File: config.mk
export PLATFORM = sky130hd
export DESIGN_NAME = fuser_protection_monitor
export DESIGN_NICKNAME = d
export VERILOG_FILES = /design/src/rtl/fuser_protection_monitor_pkg.sv /design/src/rtl/fuser_protection_monitor.sv
export VERILOG_INCLUDE_DIRS = /design/src /design/src/rtl
export SDC_FILE = /design/constraint.sdc
export NUM_CORES = 1
export LEC_CHECK = 0
export ABC_AREA = 1
export BUFFER_PORTS_ARGS = -buffer_cell sky130_fd_sc_hd__buf_2
export CAP_MARGIN = 10
export CORE_MARGIN = 2
export CORE_UTILIZATION = 40
export DETAILED_ROUTE_END_ITERATION = 8
export HOLD_SLACK_MARGIN = 0.05
export SKIP_LAST_GASP = 1
export SLEW_MARGIN = 20
export SYNTH_ARGS = -nofsm -noshare
export SYNTH_HDL_FRONTEND = slang
export SYNTH_SLANG_ARGS = --single-unit
export TNS_END_PERCENT = 100
File: constraint.sdc
create_clock -name sys_clk -period 3.6 [get_ports sys_clk]
set_clock_uncertainty 0.05 [all_clocks]
set_input_delay 0.54 -clock sys_clk [delete_from_list [all_inputs] [get_ports sys_clk]]
set_output_delay 0.54 -clock sys_clk [all_outputs]
set_load 0.05 [all_outputs]
File: src/rtl/fuser_protection_monitor_defs.svh
// Constants for the fuser protection monitor
//
// Overview of operation
// - Primary overheat cuts heater, flags fuser failure
// - Safety path overheat drops triac and relay
// - Triac overcurrent drops triac drive and relay
// - Open thermoswitch drops triac drive and relay
// - Any fuser fault removes all heaters, notifies
// - After init, low temperature flags failure
// - Thermopile drop over window flags failure
// - Slow warm-up after heater on flags failure
// - Out-of-range sensor code flags sensor failure
// - Excess pair difference flags sensor failure
// - Detect fuser presence and voltage variant
// - Fuser ID mismatch with mains flags discrepancy
// - New fuser requests page count clear
// - Relay feedback checked at power-on, sleep exit
// - Mains voltage out of range reports supply fault
// - Overvoltage in sleep reports supply fault
// - Open door holds heaters, HV, motors off
// - Stage setpoint commands applied to heaters
`ifndef FUSER_PROTECTION_MONITOR_DEFS_SVH
`define FUSER_PROTECTION_MONITOR_DEFS_SVH

// ****************************************************************
// Register map (byte addresses)
// ****************************************************************
`define REG_CTRL         12'h000
`define REG_SETPOINT     12'h004
`define REG_STATUS       12'h008
`define REG_FAULT        12'h00C
`define REG_TEMP_FUSER   12'h010
`define REG_TEMP_PRESS   12'h014
`define REG_TEMP_IR      12'h018
`define REG_MAINS        12'h01C
`define REG_WINDOW       12'h020

// CTRL bit positions
`define CTRL_HEAT_EN     0
`define CTRL_INIT_DONE   1
`define CTRL_STANDBY     2
`define CTRL_SLEEP       3
`define CTRL_CLEAR       4

// ****************************************************************
// Temperature codes (1 code = 1 C, 9 bits)
// ****************************************************************
`define T_PRI_FUSER      9'd223
`define T_PRI_PRESS      9'd195
`define T_PRI_IR         9'd240
`define T_SAFE_FUSER     9'd230
`define T_SAFE_PRESS     9'd200
`define T_SAFE_IR        9'd250
`define T_LOW_FUSER      9'd120
`define T_LOW_IR         9'd140
`define T_DROP_IR        9'd30
`define T_DIFF_IR        9'd20
`define T_DIFF_FUSER     9'd30
`define T_DIFF_PRESS     9'd25
`define T_CODE_MIN       9'd5
`define T_CODE_MAX       9'd400
`define T_RISE_TARGET    9'd100
`define HYST             9'd5

// Mains frequency limits, Hz
`define F_MIN            8'd40
`define F_MAX            8'd70

// Fault bit positions
`define F_OVERHEAT       0
`define F_SAFETY         1
`define F_OVERCUR        2
`define F_CUTOUT         3
`define F_LOWTEMP        4
`define F_RISE           5
`define F_SENSOR         6
`define F_DRIVE          7
`define F_DISCREP        8
`define F_RELAY          9
`define F_SUPPLY         10
`define F_NUM            11

// Reset values
`define WINDOW_RST       32'h0000_2710
`define RISE_RST         32'h0004_C4B4
`define SETPOINT_RST     27'h0

`endif

File: src/rtl/fuser_protection_monitor_pkg.sv
// Types for the fuser protection monitor
package fuser_protection_monitor_pkg;
   typedef logic [8:0] temp_t;
   typedef enum logic [1:0] {FUSER_NONE, FUSER_110, FUSER_220} fuser_kind_e;
endpackage

File: src/rtl/fuser_protection_monitor.sv
// Fuser over-temperature protection and fault supervisor
`include "fuser_protection_monitor_defs.svh"

module fuser_protection_monitor
   import fuser_protection_monitor_pkg::*;
(
   // Clock and reset
   input  wire logic        sys_clk,
   input  wire logic        rst_n,
   // APB slave
   input  wire logic        psel,
   input  wire logic        penable,
   input  wire logic        pwrite,
   input  wire logic [11:0] paddr,
   input  wire logic [31:0] pwdata,
   output logic      [31:0] prdata,
   output logic             pready,
   output logic             pslverr,
   // Digitised temperatures
   input  wire logic [8:0]  fuser_end_temp_a,
   input  wire logic [8:0]  fuser_end_temp_b,
   input  wire logic [8:0]  pressure_end_temp_a,
   input  wire logic [8:0]  pressure_end_temp_b,
   input  wire logic [8:0]  fuser_center_ir_temp,
   input  wire logic [8:0]  pressure_center_ir_temp,
   // Heater protection inputs
   input  wire logic [2:0]  triacOverCurrent,
   input  wire logic        main_heater_cutout,
   input  wire logic        sub_heater_cutout,
   input  wire logic        pressure_heater_cutout,
   // Supply, identification, doors
   input  wire logic [7:0]  mainsFreqHz,
   input  wire logic        mainsHighVolt,
   input  wire logic        mainsVoltInRange,
   input  wire logic        sleepOverVolt,
   input  wire logic        fuserPresent,
   input  wire logic        fuserIdHighVolt,
   input  wire logic        rightDoorOpen,
   input  wire logic        frontDoorOpen,
   input  wire logic        newFuser,
   input  wire logic        relayFeedback,
   // Heater and power outputs
   output logic             fuser_main_heater,
   output logic             fuser_sub_heater,
   output logic             pressure_heater,
   output logic             triacDriveEn,
   output logic             heaterRelayOn,
   output logic             hvSupplyEn,
   output logic             motorPowerEn,
   // Formatter reports
   output logic             faultNotify,
   output logic             lifeClearReq
);

   // ****************************************************************
   // Registers
   // ****************************************************************
   logic [3:0]        ctrl;
   logic [26:0]       setpoint;
   logic [31:0]       windowCycles;
   logic [31:0]       riseCycles;
   logic [`F_NUM-1:0] faults;
   fuser_kind_e       fuserKind;
   logic [31:0]       winCnt;
   logic [31:0]       riseCnt;
   temp_t             irRefA;
   temp_t             irRefB;
   logic              doorOpenDly;
   logic              sleepDly;
   logic              checkIdPend;
   logic              relayCheckPend;
   logic              newFuserDly;

   // ****************************************************************
   // Helpers
   // ****************************************************************
   function automatic logic absDiffGe(input temp_t a, input temp_t b, input temp_t lim);
      absDiffGe = ((a > b) ? (a - b) : (b - a)) >= lim;
   endfunction

   function automatic logic badCode(input temp_t t);
      badCode = (t < `T_CODE_MIN) || (t > `T_CODE_MAX);
   endfunction

   function automatic logic belowTarget(input temp_t t, input temp_t target);
      belowTarget = t < target;
   endfunction

   // ****************************************************************
   // Decode
   // ****************************************************************
   wire apbAccess = psel && penable;
   wire apbWrite  = apbAccess && pwrite;
   wire apbRead   = apbAccess && !pwrite;
   wire mapped    = (paddr[1:0] == 2'b00) && (paddr <= `REG_WINDOW);
   wire wrCtrl    = apbWrite && (paddr == `REG_CTRL);
   wire wrSetp    = apbWrite && (paddr == `REG_SETPOINT);
   wire wrWindow  = apbWrite && (paddr == `REG_WINDOW);
   wire wrRise    = apbWrite && (paddr == `REG_MAINS);
   wire clearReq  = wrCtrl && pwdata[`CTRL_CLEAR];

   wire heatEn    = ctrl[`CTRL_HEAT_EN];
   wire initDone  = ctrl[`CTRL_INIT_DONE];
   wire standby   = ctrl[`CTRL_STANDBY];
   wire sleepMode = ctrl[`CTRL_SLEEP];
   wire doorOpen  = rightDoorOpen || frontDoorOpen;

   // ****************************************************************
   // Fault conditions
   // ****************************************************************
   wire overPrimary =
      (fuser_end_temp_a >= `T_PRI_FUSER) || (fuser_end_temp_b >= `T_PRI_FUSER) ||
      (pressure_end_temp_a >= `T_PRI_PRESS) || (pressure_end_temp_b >= `T_PRI_PRESS) ||
      (fuser_center_ir_temp >= `T_PRI_IR) || (pressure_center_ir_temp >= `T_PRI_IR);
   wire overSafety =
      (fuser_end_temp_a >= `T_SAFE_FUSER) || (fuser_end_temp_b >= `T_SAFE_FUSER) ||
      (pressure_end_temp_a >= `T_SAFE_PRESS) || (pressure_end_temp_b >= `T_SAFE_PRESS) ||
      (fuser_center_ir_temp >= `T_SAFE_IR) || (pressure_center_ir_temp >= `T_SAFE_IR);
   wire overCurrent = |triacOverCurrent;
   wire cutoutOpen  = main_heater_cutout || sub_heater_cutout ||
                      pressure_heater_cutout;
   wire lowStatic   = initDone && (
      (fuser_end_temp_a <= `T_LOW_FUSER) || (fuser_end_temp_b <= `T_LOW_FUSER) ||
      (fuser_center_ir_temp <= `T_LOW_IR) || (pressure_center_ir_temp <= `T_LOW_IR));
   wire dropA = (irRefA > fuser_center_ir_temp) &&
                ((irRefA - fuser_center_ir_temp) >= `T_DROP_IR);
   wire dropB = (irRefB > pressure_center_ir_temp) &&
                ((irRefB - pressure_center_ir_temp) >= `T_DROP_IR);
   wire lowDrop     = initDone && (dropA || dropB);
   wire notWarm     = belowTarget(fuser_end_temp_a, `T_RISE_TARGET) ||
                      belowTarget(fuser_center_ir_temp, `T_RISE_TARGET);
   wire riseFail    = heatEn && notWarm && (riseCnt >= riseCycles);
   wire sensorBad   =
      badCode(fuser_end_temp_a) || badCode(fuser_end_temp_b) ||
      badCode(pressure_end_temp_a) || badCode(pressure_end_temp_b) ||
      badCode(fuser_center_ir_temp) || badCode(pressure_center_ir_temp) ||
      absDiffGe(fuser_center_ir_temp, pressure_center_ir_temp, `T_DIFF_IR) ||
      absDiffGe(fuser_end_temp_a, fuser_end_temp_b, `T_DIFF_FUSER) ||
      absDiffGe(pressure_end_temp_a, pressure_end_temp_b, `T_DIFF_PRESS);
   wire driveFail   = (!initDone || standby) &&
                      ((mainsFreqHz < `F_MIN) || (mainsFreqHz > `F_MAX));
   wire idMismatch  = checkIdPend && fuserPresent &&
                      (fuserIdHighVolt != mainsHighVolt);
   wire relayFail   = relayCheckPend && relayFeedback;
   wire supplyFail  = !mainsVoltInRange ||
                      (sleepMode && sleepOverVolt);

   wire [`F_NUM-1:0] events = {supplyFail, relayFail, idMismatch, driveFail,
                               sensorBad, riseFail, lowStatic | lowDrop,
                               cutoutOpen, overCurrent, overSafety, overPrimary};

   // Set beats clear; latched until reset or formatter clear
   wire [`F_NUM-1:0] next_faults = (clearReq ? '0 : faults) | events;

   wire anyFault     = |next_faults;
   wire hardTrip     = next_faults[`F_SAFETY] | next_faults[`F_OVERCUR] |
                       next_faults[`F_CUTOUT];
   wire doorClosed   = doorOpenDly && !rightDoorOpen;
   wire sleepExit    = sleepDly && !sleepMode;

   // ****************************************************************
   // Read mux
   // ****************************************************************
   wire [31:0] rdMux =
      (paddr == `REG_CTRL)       ? {28'h0, ctrl} :
      (paddr == `REG_SETPOINT)   ? {5'h0, setpoint} :
      (paddr == `REG_STATUS)     ? {26'h0, fuserKind, heaterRelayOn, triacDriveEn,
                                    lifeClearReq, faultNotify} :
      (paddr == `REG_FAULT)      ? {21'h0, faults} :
      (paddr == `REG_TEMP_FUSER) ? {7'h0, fuser_end_temp_b, 7'h0, fuser_end_temp_a} :
      (paddr == `REG_TEMP_PRESS) ? {7'h0, pressure_end_temp_b, 7'h0, pressure_end_temp_a} :
      (paddr == `REG_TEMP_IR)    ? {7'h0, pressure_center_ir_temp, 7'h0,
                                    fuser_center_ir_temp} :
      (paddr == `REG_MAINS)      ? riseCycles :
                                   windowCycles;

   // ****************************************************************
   // APB and control registers
   // ****************************************************************
   always_ff @(posedge sys_clk or negedge rst_n) begin
      if (!rst_n) begin
         ctrl         <= 4'h0;
         setpoint     <= `SETPOINT_RST;
         windowCycles <= `WINDOW_RST;
         riseCycles   <= `RISE_RST;
         prdata       <= 32'h0;
         pready       <= 1'b0;
         pslverr      <= 1'b0;
      end else begin
         pready  <= psel && !penable;
         pslverr <= psel && !penable && !mapped;
         prdata  <= (psel && !penable && !pwrite && mapped) ? rdMux : 32'h0;
         if (wrCtrl)
            ctrl <= pwdata[3:0];
         if (wrSetp)
            setpoint <= pwdata[26:0];
         if (wrWindow)
            windowCycles <= pwdata;
         if (wrRise)
            riseCycles <= pwdata;
      end
   end

   // ****************************************************************
   // Timers and reference samples
   // ****************************************************************
   always_ff @(posedge sys_clk or negedge rst_n) begin
      if (!rst_n) begin
         winCnt  <= 32'h0;
         riseCnt <= 32'h0;
         irRefA  <= 9'h0;
         irRefB  <= 9'h0;
      end else begin
         if (winCnt >= windowCycles || !initDone) begin
            winCnt <= 32'h0;
            irRefA <= fuser_center_ir_temp;
            irRefB <= pressure_center_ir_temp;
         end else begin
            winCnt <= winCnt + 32'h1;
         end
         if (!heatEn || !notWarm)
            riseCnt <= 32'h0;
         else if (riseCnt < riseCycles)
            riseCnt <= riseCnt + 32'h1;
      end
   end

   // ****************************************************************
   // Fault latch, identification, event checks
   // ****************************************************************
   always_ff @(posedge sys_clk or negedge rst_n) begin
      if (!rst_n) begin
         faults         <= '0;
         fuserKind      <= FUSER_NONE;
         doorOpenDly    <= 1'b0;
         sleepDly       <= 1'b0;
         checkIdPend    <= 1'b1;
         relayCheckPend <= 1'b1;
         newFuserDly    <= 1'b0;
         lifeClearReq   <= 1'b0;
         faultNotify    <= 1'b0;
      end else begin
         faults      <= next_faults;
         faultNotify <= anyFault;
         doorOpenDly <= rightDoorOpen;
         sleepDly    <= sleepMode;
         newFuserDly <= newFuser;
         lifeClearReq <= newFuser && !newFuserDly;
         checkIdPend    <= doorClosed;
         relayCheckPend <= sleepExit;
         if (checkIdPend)
            fuserKind <= !fuserPresent ? FUSER_NONE :
                         (fuserIdHighVolt ? FUSER_220 : FUSER_110);
      end
   end

   // ****************************************************************
   // Heater and power drive
   // ****************************************************************
   wire allowHeat = heatEn && !anyFault && !doorOpen;
   wire [8:0] spMain = setpoint[8:0];
   wire [8:0] spSub  = setpoint[17:9];
   wire [8:0] spPres = setpoint[26:18];

   always_ff @(posedge sys_clk or negedge rst_n) begin
      if (!rst_n) begin
         fuser_main_heater <= 1'b0;
         fuser_sub_heater  <= 1'b0;
         pressure_heater   <= 1'b0;
         triacDriveEn      <= 1'b0;
         heaterRelayOn     <= 1'b0;
         hvSupplyEn        <= 1'b0;
         motorPowerEn      <= 1'b0;
      end else begin
         // Stage setpoints with small hysteresis band
         if (!allowHeat)
            fuser_main_heater <= 1'b0;
         else if (fuser_center_ir_temp < spMain - `HYST)
            fuser_main_heater <= 1'b1;
         else if (fuser_center_ir_temp >= spMain)
            fuser_main_heater <= 1'b0;
         if (!allowHeat)
            fuser_sub_heater <= 1'b0;
         else if (fuser_end_temp_a < spSub - `HYST)
            fuser_sub_heater <= 1'b1;
         else if (fuser_end_temp_a >= spSub)
            fuser_sub_heater <= 1'b0;
         if (!allowHeat)
            pressure_heater <= 1'b0;
         else if (pressure_center_ir_temp < spPres - `HYST)
            pressure_heater <= 1'b1;
         else if (pressure_center_ir_temp >= spPres)
            pressure_heater <= 1'b0;
         triacDriveEn  <= !hardTrip && !doorOpen && heatEn;
         heaterRelayOn <= !hardTrip && !doorOpen && !sleepMode;
         hvSupplyEn    <= !doorOpen && !sleepMode;
         motorPowerEn  <= !doorOpen && !sleepMode;
      end
   end

endmodule // fuser_protection_monitor

==> flow_metrics.env, run 1 <==
export IMPL_die_h_microns=218
export IMPL_worstSkewPairLatency_ns=0.58
export IMPL_drive_above_1_share_pct=11.5
export IMPL_dr_first_iter_drc_count=1701
export IMPL_crit_path_cell_trace="buf_2, inv_1, ha_1, nand2_1, nor2_1, nand3_1, nand3_1, nand2_1, inv_1, nand2_1, nand2_1, nor2_1, nand2_1, nand4_1, nor2_2, nand4_1, nor2_1"
export IMPL_synth_edf_count=0
export IMPL_regToRegEndpoint="pressure_heater$_DFFE_PN0P_"
export IMPL_arrival_ns=3.46
export IMPL_clock_sinks=237
export IMPL_worst_r2r_startpoint="riseCnt[31]$_DFFE_PN0P_"
export IMPL_drt_wl_total_mm=64.2
export IMPL_final_area_sq_um=21100
export IMPL_setup_slack_ns=0.596
export IMPL_gr_total_overflow=0
export IMPL_fmax_ghz=0.333
export IMPL_vias=18200
export IMPL_power_density_nw_per_um2=324
export IMPL_cap_violations=0
export IMPL_cts_tree="built"
export IMPL_layout_min_cycle_time_ns=3.00
export IMPL_final_cells=3366
export IMPL_cpLargestDelayFamily="simple AND/OR/NAND/NOR gates"
export IMPL_synth_seq_cells=237
export IMPL_design_core_area_sq_um=45400
export IMPL_start_kind="input pin"
export IMPL_path_class="in -> reg"
export IMPL_antenna_found_initial=2
export IMPL_p_leak_nw=10.4
export IMPL_cts_path_max_buffers=3
export IMPL_ant_nets=0
export IMPL_grt_pass1_wl_mm=99.8
export IMPL_synth_fp_nets=2886
export IMPL_ys_types=59
export IMPL_grt_max_degree=82
export IMPL_via_per_inst=5.40
export IMPL_die_area_sq_um=47700
export IMPL_area_growth_pct=14.9
export IMPL_htree_num_levels=1
export IMPL_dr_pass1_iters=6
export IMPL_setup_viol=0
export IMPL_place_area_sq_um=20100
export IMPL_post_cts_buffers=0
export IMPL_drc=0
export IMPL_ir_drop_mv=0.375
export IMPL_startpoint="fuser_end_temp_a[6]"
export IMPL_place_gp_congestion=1.03
export IMPL_setup_tns_ns=0
export IMPL_crit_buf_inv=3
export IMPL_finalHoldViolCount=0
export IMPL_hold_path_end="pslverr$_DFF_PN0_"
export IMPL_synth_main_ff_cell="dfrtp_1"
export IMPL_final_period_utilization_pct=83.5
export IMPL_pin_count=169
export IMPL_dp_cells=3312
export IMPL_syn_area_per_cell_sq_um=7.18
export IMPL_drv_slew=0
export IMPL_preCtsSetupSlack_ns=0.0965
export IMPL_cts_clk_slew_worst_paths_ns=0.06
export IMPL_min_delay_path_class="in -> reg"
export IMPL_die_w_microns=218
export IMPL_total_power_mw=6.84
export IMPL_root_buffer="clkbuf_16"
export IMPL_path_max_fanout=12
export IMPL_endpoint_kind="flip-flop"
export IMPL_rsz0062_at_grt="no"
export IMPL_whs_ns=0.0947
export IMPL_grt_use_total_pct=27.0
export IMPL_cp_required_ns=4.06
export IMPL_grt_pass1_vias=17400
export IMPL_dpl_hpwl_mm=51.6
export IMPL_critPathMaxStageDelay_ns=0.43
export IMPL_min_from="penable"
export IMPL_cts_buffers=28
export IMPL_cts_resized=0
export IMPL_rr_worst_depth=12
export IMPL_cpMaxStageDelayCell="ha_1"
export IMPL_yosysSeqAreaShare_pct=32.4
export IMPL_synthArstFlopShare_pct=100
export IMPL_antenna_cells_inserted=0
export IMPL_yosys_warnings=0
export IMPL_hold_path_depth=2
export IMPL_rrSetupSlack_ns=0.64
export IMPL_path_common_cell="nand2_1"
export IMPL_max_slew_margin_pct=50.3
export IMPL_fin_util_pct=46.5
export IMPL_start_util_pct=40.5
export IMPL_synthCells=2560
export IMPL_io_buffers=168
export IMPL_tightest_slew_ns=0.743
export IMPL_fin_nets=3071
export IMPL_routedWlPerCell_microns=19.1
export IMPL_synth_cell_area_sq_um=18400
export IMPL_status="finished clean"
export IMPL_row_count=78
how the worst max path moves through the flow:
| stage | endpoint | cells after the start |
|---|---|---|
| 6_report | fuser_sub_heater$_DFFE_PN0P_ | 17 |
| 5_1_grt | pressure_heater$_DFFE_PN0P_ | 17 |
| 4_1_cts | pressure_heater$_DFFE_PN0P_ | 12 |
| 3_5_place_dp | pressure_heater$_DFFE_PN0P_ | 17 |
| 3_3_place_gp | fuser_sub_heater$_DFFE_PN0P_ | 17 |
| 2_1_floorplan | fuser_main_heater$_DFFE_PN0P_ | 16 |
registers in the layout, indices dropped and copies added (netlist names), 2 cells and up:
signal        flops
prdata           32
riseCnt          32
riseCycles       32
winCnt           32
windowCycles     32
setpoint         27
faults           11
irRefA            9
irRefB            9
ctrl              4
fuserKind         2
final cells by class:
type / instances / area [sq um]
multi-input combinational: 1863 / 10700
sequential: 237 / 5950
timing repair buffer: 211 / 1220
clock inverter: 18 / 241
clock buffer: 33 / 739
fill: 4685 / 24300
inverter: 404 / 1520
tap: 600 / 751
placed cells by master (no fill, tap or decap), drive strengths merged, types with 3 or more instances in the layout:
| cell type | Yosys | routed |
|---|---|---|
| dfrtp | 222 | 222 |
| o211ai | 12 | 12 |
| o2111ai | 4 | 4 |
| nand4 | 46 | 46 |
| a311oi | 5 | 5 |
| nand2 | 562 | 562 |
| xor2 | 57 | 57 |
| or2 | 6 | 6 |
| o21a | 4 | 4 |
| ha | 192 | 192 |
| buf | 15 | 208 |
| nand3b | 3 | 3 |
| a21oi | 187 | 187 |
| nand3 | 110 | 110 |
| clkinvlp | 0 | 3 |
| bufinv | 0 | 5 |
| clkinv | 2 | 10 |
| dlygate4sd3 | 0 | 3 |
| nor4 | 6 | 6 |
| a31oi | 15 | 15 |
| o22ai | 12 | 12 |
| fa | 8 | 8 |
| nor2 | 256 | 256 |
| a21o | 3 | 3 |
| o31ai | 8 | 8 |
| clkbuf | 41 | 33 |
| inv | 402 | 404 |
| dfstp | 15 | 15 |
| o221ai | 12 | 12 |
| nor3b | 10 | 10 |
| o21bai | 10 | 10 |
| a211oi | 6 | 6 |
| nor3 | 54 | 54 |
| xnor2 | 18 | 18 |
| a21boi | 4 | 4 |
| o21ai | 238 | 238 |
routing by layer:
metal | track usage, % | vias to the layer above | part of all wire [%]
li1 | - | 8770 | -
met1 | 37.3 | 8589 | 45
met2 | 42.3 | 652 | 44
met3 | 3.47 | 163 | 6.3
met4 | 11.6 | 2 | 4.6
met5 | 0 | - | 0.017
what timing repair did:
item	in CTS	in global routing
setup endpoints to repair	0	0
hold endpoints to repair	79	0
hold buffers	3	0
report_power, final:
group | internal, mW | switching (mW) | total, mW | leakage [nW]
clock | 1.83 | 1.23 | 3.06 | 0.477
combinational | 0.355 | 0.730 | 1.08 | 6.72
sequential | 2.68 | 0.0122 | 2.70 | 3.16
total | 4.87 | 1.97 | 6.84 | 10.4
cell usage after synthesis (12+ instances only):
| master | number | share of area (%) |
|---|---|---|
| dfstp_2 | 15 | 2.1 |
| nor2_1 | 241 | 4.9 |
| o211ai_1 | 12 | 0.49 |
| nand2_1 | 556 | 11 |
| o221ai_1 | 12 | 0.57 |
| a31oi_1 | 15 | 0.51 |
| xor2_1 | 57 | 2.7 |
| nor3_1 | 51 | 1.4 |
| xnor2_1 | 18 | 0.86 |
| o22ai_1 | 12 | 0.41 |
| ha_1 | 192 | 13 |
| clkbuf_1 | 40 | 0.82 |
| inv_1 | 396 | 8.1 |
| a21oi_1 | 187 | 5.1 |
| o21ai_0 | 228 | 6.2 |
| nand3_1 | 105 | 2.9 |
| nand4_1 | 43 | 1.5 |
| dfrtp_1 | 222 | 30 |
cells by family after synthesis:
logic type / count (synthesis) / synth area share, %
adder cells (fa/ha/maj): 200 / 13.9
AND/OR/NAND/NOR: 1059 / 24.7
XOR/XNOR: 75 / 3.58
AO/OA/AOI/OAI: 529 / 15.9
flip-flops: 237 / 32.4
buffers and inverters: 460 / 9.51
No activity file was read; power rests on OpenSTA's default activity.
==> run 2: changes to the inputs <==
==> constraint.sdc (replaced) <==
create_clock -name sys_clk -period 2.4 [get_ports sys_clk]
set_clock_uncertainty 0.05 [all_clocks]
set_input_delay 0.36 -clock sys_clk [delete_from_list [all_inputs] [get_ports sys_clk]]
set_output_delay 0.36 -clock sys_clk [all_outputs]
set_load 0.05 [all_outputs]
==> flow_metrics.env, run 2 (synthesis gave the netlist of run 1 again) <==
export IMPL_dr_first_iter_drc_count=1555
export IMPL_cts_path_max_buffers=3
export IMPL_nFillCells=4242
export IMPL_start_util_pct=40.5
export IMPL_cts_clk_slew_worst_paths_ns=0.06
export IMPL_layout_common_cells="nand2_1 (530), buf_4 (450), inv_1 (375)"
export IMPL_start_kind="flip-flop"
export IMPL_ant_nets=0
export IMPL_violations="negative setup slack"
export IMPL_dpl_hpwl_mm=56.1
export IMPL_dr_pass1_iters=6
export IMPL_regToRegEndpoint="winCnt[4]$_DFF_PN0_"
export IMPL_area_growth_pct=41.0
export IMPL_pin_count=169
export IMPL_endpoint_kind="flip-flop"
export IMPL_cap_violations=0
export IMPL_finalHoldViolCount=0
export IMPL_design_core_area_sq_um=45400
export IMPL_vias=20100
export IMPL_drt_wl_total_mm=71.2
export IMPL_drv_slew=0
export IMPL_path_class="reg -> reg"
export IMPL_place_gp_congestion=0.980
export IMPL_worst_r2r_startpoint="windowCycles[22]$_DFFE_PN0P_"
export IMPL_grt_use_total_pct=28.9
export IMPL_min_delay_path_class="in -> reg"
export IMPL_final_period_utilization_pct=101
export IMPL_rrSetupSlack_ns=-0.03
export IMPL_cts_tree="built"
export IMPL_grt_pass1_wl_mm=108
export IMPL_final_common_cell="nand2_1"
export IMPL_setup_tns_ns=-0.160
export IMPL_max_slew_margin_pct=57.7
export IMPL_ir_drop_mv=0.542
export IMPL_clock_sinks=237
export IMPL_worstSkewPairLatency_ns=0.58
export IMPL_p_leak_nw=12.9
export IMPL_die_area_sq_um=47700
export IMPL_setup_slack_ns=-0.0331
export IMPL_drc=0
export IMPL_status="finished with violations"
export IMPL_startpoint="windowCycles[22]$_DFFE_PN0P_"
export IMPL_tightest_slew_ns=0.634
export IMPL_die_h_microns=218
export IMPL_path_max_fanout=8
export IMPL_routedWlPerCell_microns=18.6
export IMPL_drive_above_1_share_pct=29.1
export IMPL_min_from="pwdata[12]"
export IMPL_fmax_ghz=0.411
export IMPL_grt_pass1_vias=19800
export IMPL_via_per_inst=5.23
export IMPL_io_buffers=168
export IMPL_antenna_found_initial=2
export IMPL_power_density_nw_per_um2=416
export IMPL_grt_max_degree=66
export IMPL_layout_min_cycle_time_ns=2.43
export IMPL_arrival_ns=2.86
export IMPL_fin_nets=3534
export IMPL_setup_viol=8
export IMPL_gr_total_overflow=0
export IMPL_row_count=78
export IMPL_rr_worst_depth=13
export IMPL_crit_end="winCnt[4]$_DFF_PN0_"
export IMPL_cp_required_ns=2.83
export IMPL_die_w_microns=218
export IMPL_rsz0062_at_grt="yes"
export IMPL_root_buffer="clkbuf_16"
export IMPL_htree_num_levels=1
export IMPL_whs_ns=0.0758
export IMPL_cts_buffers=29
## run 2: cell count changes in the layout (fill, tap and decap cells not counted), moves of 16 or more
| cell | change |
|---|---|
| ha_4 | +17 |
| nand3_1 | -16 |
| nor2_4 | +25 |
| nand2_1 | -24 |
| nor2_1 | -32 |
| ha_1 | -19 |
| inv_2 | +19 |
| a21oi_1 | -35 |
| o21ai_0 | -17 |
| buf_4 | +413 |
| inv_1 | -21 |
| dlygate4sd3_1 | +25 |
| a21oi_2 | +33 |
| nand2_2 | +18 |
## run 2: critical path, cell delays in order, from the launching register on
cell	delay [ns]
dfrtp_1	0.40
inv_1	0.07
ha_1	0.30
nand2_1	0.09
nor2_1	0.08
nand2_1	0.08
o211ai_1	0.13
nand2_1	0.14
o2111ai_4	0.16
a21oi_2	0.20
nand3_4	0.11
buf_12	0.17
clkbuf_16	0.18
nor3b_4	0.19
## run 2: metal layers
metal,track usage [%],wire (microns),vias to the layer above
met2,47.9,32800,667
met1,37.9,31000,9513
li1,-,-,9723
met4,12.2,3160,2
met3,3.76,4200,155
met5,0,11,-
## run 2: worst min-delay path by stage
stage / end / cells after the start
3_5_place_dp: prdata[27]$_DFF_PN0_ / 1
4_1_cts: setpoint[12]$_DFFE_PN0P_ / 3
3_3_place_gp: irRefB[5]$_DFFE_PN0N_ / 1
6_report: setpoint[12]$_DFFE_PN0P_ / 3
5_1_grt: setpoint[12]$_DFFE_PN0P_ / 3
2_1_floorplan: ctrl[0]$_DFFE_PN0P_ / 0
## run 2: area by class of cell
class	count	area, sq um	share of cell area [%]
Tap cell	600	751	2.90
Inverter	404	1520	5.88
Clock inverter	15	186	0.720
Antenna cell	2	5.00	0.0193
Sequential cell	237	5950	23.0
Timing Repair Buffer	673	4990	19.3
Clock buffer	39	793	3.06
Multi-Input combinational cell	1863	11700	45.2
## run 2: per-stage QoR
step                      util [%]  cells  setup slack, ns  total power [mW]  cell area (sq um)
final                         57.1   3833          -0.0331              10.8              25900
after global routing          57.1   3832           -0.201              11.2              25900
after CTS                     54.5   3802          -0.0743              10.8              24700
after detailed placement      51.2   3716           -0.697              6.16              23200
after global placement        51.2   3716           -0.670              6.14              23200
after floorplan                  -   2560           0.0242              5.06              18400
## run 2: what timing repair did
| item | 4_1_cts | 5_1_grt |
|---|---|---|
| gates resized for setup | 58 | 211 |
| setup endpoints to repair | 47 | 83 |
| hold endpoints to repair | 96 | 0 |
| pin swaps | 22 | 72 |
| cloned | 0 | 7 |
| buffers inserted | 4 | 22 |
| hold buffers | 28 | 0 |
## run 2: report_power, final
group	internal (mW)	switching, mW
clock network	2.67	1.89
registers	4.03	0.0245
logic	0.924	1.24
total	7.62	3.16
==> run 3: changes to the inputs <==
--- a/config.mk
+++ b/config.mk
@@ -9,6 +9,7 @@
 export ABC_AREA = 1
 export BUFFER_PORTS_ARGS = -buffer_cell sky130_fd_sc_hd__buf_2
 export CAP_MARGIN = 10
+export CORE_ASPECT_RATIO = 1.5
 export CORE_MARGIN = 2
 export CORE_UTILIZATION = 40
 export DETAILED_ROUTE_END_ITERATION = 8
==> constraint.sdc (replaced) <==
create_clock -name sys_clk -period 2.8 [get_ports sys_clk]
set_clock_uncertainty 0.05 [all_clocks]
set_input_delay 0.42 -clock sys_clk [delete_from_list [all_inputs] [get_ports sys_clk]]
set_output_delay 0.42 -clock sys_clk [all_outputs]
set_load 0.05 [all_outputs]
==> flow_metrics.env, run 3 (synthesis gave the netlist of run 1 again) <==
export IMPL_cp_required_ns=3.19
export IMPL_drv_slew=0
export IMPL_dr_pass1_iters=5
export IMPL_busiest_layer="met2"
export IMPL_dp_cells=3526
export IMPL_htree_num_levels=1
export IMPL_ir_drop_mv=0.449
export IMPL_cts_tree="built"
export IMPL_setup_slack_ns=0.119
export IMPL_routedWlPerCell_microns=19.1
export IMPL_endpoint_kind="flip-flop"
export IMPL_grt_util_met1_pct=32.2
export IMPL_die_h_microns=266
export IMPL_nFillCells=4611
export IMPL_max_slew_margin_pct=51.1
export IMPL_grt_pass1_vias=19200
export IMPL_cap_violations=0
export IMPL_finalHoldViolCount=0
export IMPL_gr_total_overflow=0
export IMPL_layout_min_cycle_time_ns=2.68
export IMPL_fmax_ghz=0.373
export IMPL_io_buffers=168
export IMPL_place_gp_congestion=0.985
export IMPL_drc=0
export IMPL_drive_above_1_share_pct=18.8
export IMPL_die_area_sq_um=47700
export IMPL_critPathMaxStageDelay_ns=0.41
export IMPL_final_cells=3584
export IMPL_clock_sinks=237
export IMPL_min_from="psel"
export IMPL_tightest_slew_ns=0.727
export IMPL_root_buffer="clkbuf_16"
export IMPL_final_common_cell="nand2_1"
export IMPL_path_common_cell="nand2_1"
export IMPL_cpLargestDelayFamily="simple AND/OR/NAND/NOR gates"
export IMPL_grt_pass1_wl_mm=106
export IMPL_preCtsSetupSlack_ns=-0.348
export IMPL_final_period_utilization_pct=95.8
export IMPL_grt_use_total_pct=29.0
export IMPL_dpl_hpwl_mm=56.5
export IMPL_start_kind="flip-flop"
export IMPL_ant_nets=0
export IMPL_row_count=96
export IMPL_grt_max_degree=73
export IMPL_startpoint="setpoint[10]$_DFFE_PN0P_"
export IMPL_antenna_found_initial=2
export IMPL_path_class="reg -> reg"
export IMPL_crit_path_cell_trace="buf_4, o21ai_0, buf_4, nand2_1, nor3_1, xor2_1, ha_1, nand2_1, nor2_2, nand2_1, nor2_1, a211oi_2, a31oi_1, nor2_1"
export IMPL_crit_buf_inv=2
export IMPL_min_delay_path_class="in -> reg"
export IMPL_path_max_fanout=2
export IMPL_vias=18900
export IMPL_layout_common_cells="nand2_1 (550), inv_1 (396), buf_4 (258)"
export IMPL_die_w_microns=179
export IMPL_cts_buffers=25
export IMPL_cts_path_max_buffers=3
export IMPL_power_density_nw_per_um2=383
export IMPL_worstSkewPairLatency_ns=0.55
export IMPL_arrival_ns=3.07
export IMPL_dr_first_iter_drc_count=1158
export IMPL_p_leak_nw=11.5
export IMPL_regArea_sq_um=5950
export IMPL_met2_usage_pct=53.0
export IMPL_setup_viol=0
export IMPL_worst_r2r_startpoint="setpoint[10]$_DFFE_PN0P_"
export IMPL_grt_met3_usage_pct=3.06
export IMPL_start_util_pct=40.4
export IMPL_pin_count=169
export IMPL_multiInputGateArea_sq_um=10800
export IMPL_cpMaxStageDelayCell="dfrtp_1"
export IMPL_fin_nets=3300
export IMPL_status="finished clean"
export IMPL_cts_clk_slew_worst_paths_ns=0.07
export IMPL_via_per_inst=5.27
export IMPL_design_core_area_sq_um=45500
export IMPL_drt_wl_total_mm=68.4
export IMPL_area_growth_pct=24.9
run 3: cell types whose count changed in the layout (fill, tap and decap cells not counted), sizes merged:
cell and delta:
diode +1, inv -2, bufinv +1, clkinv +2, clkbuf -13, buf -206
dlygate4sd3 -20
run 3: timing repair:
item                       in CTS  in global routing
setup endpoints to repair       0                 22
buffers inserted                0                  1
gates resized for setup         0                 31
hold endpoints to repair       70                  1
hold buffers                    7                  1
run 3: path summary, 6_finish.rpt:
| kind | endpoint | slack (ns) | cells after the start |
|---|---|---|---|
| max | fuser_sub_heater$_DFFE_PN0P_ | 0.12 | 14 |
| min | pslverr$_DFF_PN0_ | 0.08 | 3 |
| max reg2reg | fuser_sub_heater$_DFFE_PN0P_ | 0.12 | 14 |
| min reg2reg | lifeClearReq$_DFF_PN0_ | 0.35 | 1 |
| max in group asynchronous | windowCycles[29]$_DFFE_PN0P_ | 1.44 | 3 |
| min in group asynchronous | winCnt[8]$_DFF_PN0_ | 0.38 | 2 |
run 3: final cells by class:
class                           count  share of cell area [%]
Clock inverter                     16                   0.927
Tap cell                          588                    3.21
Timing Repair Buffer              443                    13.3
Sequential cell                   237                    25.9
Inverter                          404                    6.61
Clock buffer                       30                    2.89
Antenna cell                        3                  0.0327
Multi-Input combinational cell   1863                    47.1
run 3: stage by stage:
step                total power, mW  hold WS (ns)  utilization (%)  area (sq um)   TNS, ns
finish                         8.79        0.0805             50.4         22900         0
floorplan                      4.34        0.0744                -         18400         0
detailed placement             5.21         0.342             48.0         21900     -1.57
global placement               5.21         0.334             48.0         21900     -1.36
CTS                            8.85        0.0509             50.1         22800         0
global route                   9.20        0.0597             50.4         22900  -0.00484
run 3: worst register-to-register path, cell delays in order (launching register included):
cell      delay [ns]
dfrtp_1         0.41
buf_4           0.15
o21ai_0         0.29
buf_4           0.19
nand2_1         0.07
nor3_1          0.19
xor2_1          0.10
ha_1            0.28
nand2_1         0.06
nor2_2          0.18
nand2_1         0.07
nor2_1          0.12
a211oi_2        0.07
a31oi_1         0.24
nor2_1          0.08
run 3: where the power goes:
group	internal (mW)	switching, mW
Clock	2.09	1.52
Sequential	3.45	0.0149
Combinational	0.699	1.02
run 3: per-layer routing:
layer  vias to the layer above  routed length, microns
met2                       531                   35000
li1                       9222                       -
met1                      8978                   25800
met5                         -                       0
met3                       172                    3100
met4                         0                    4480
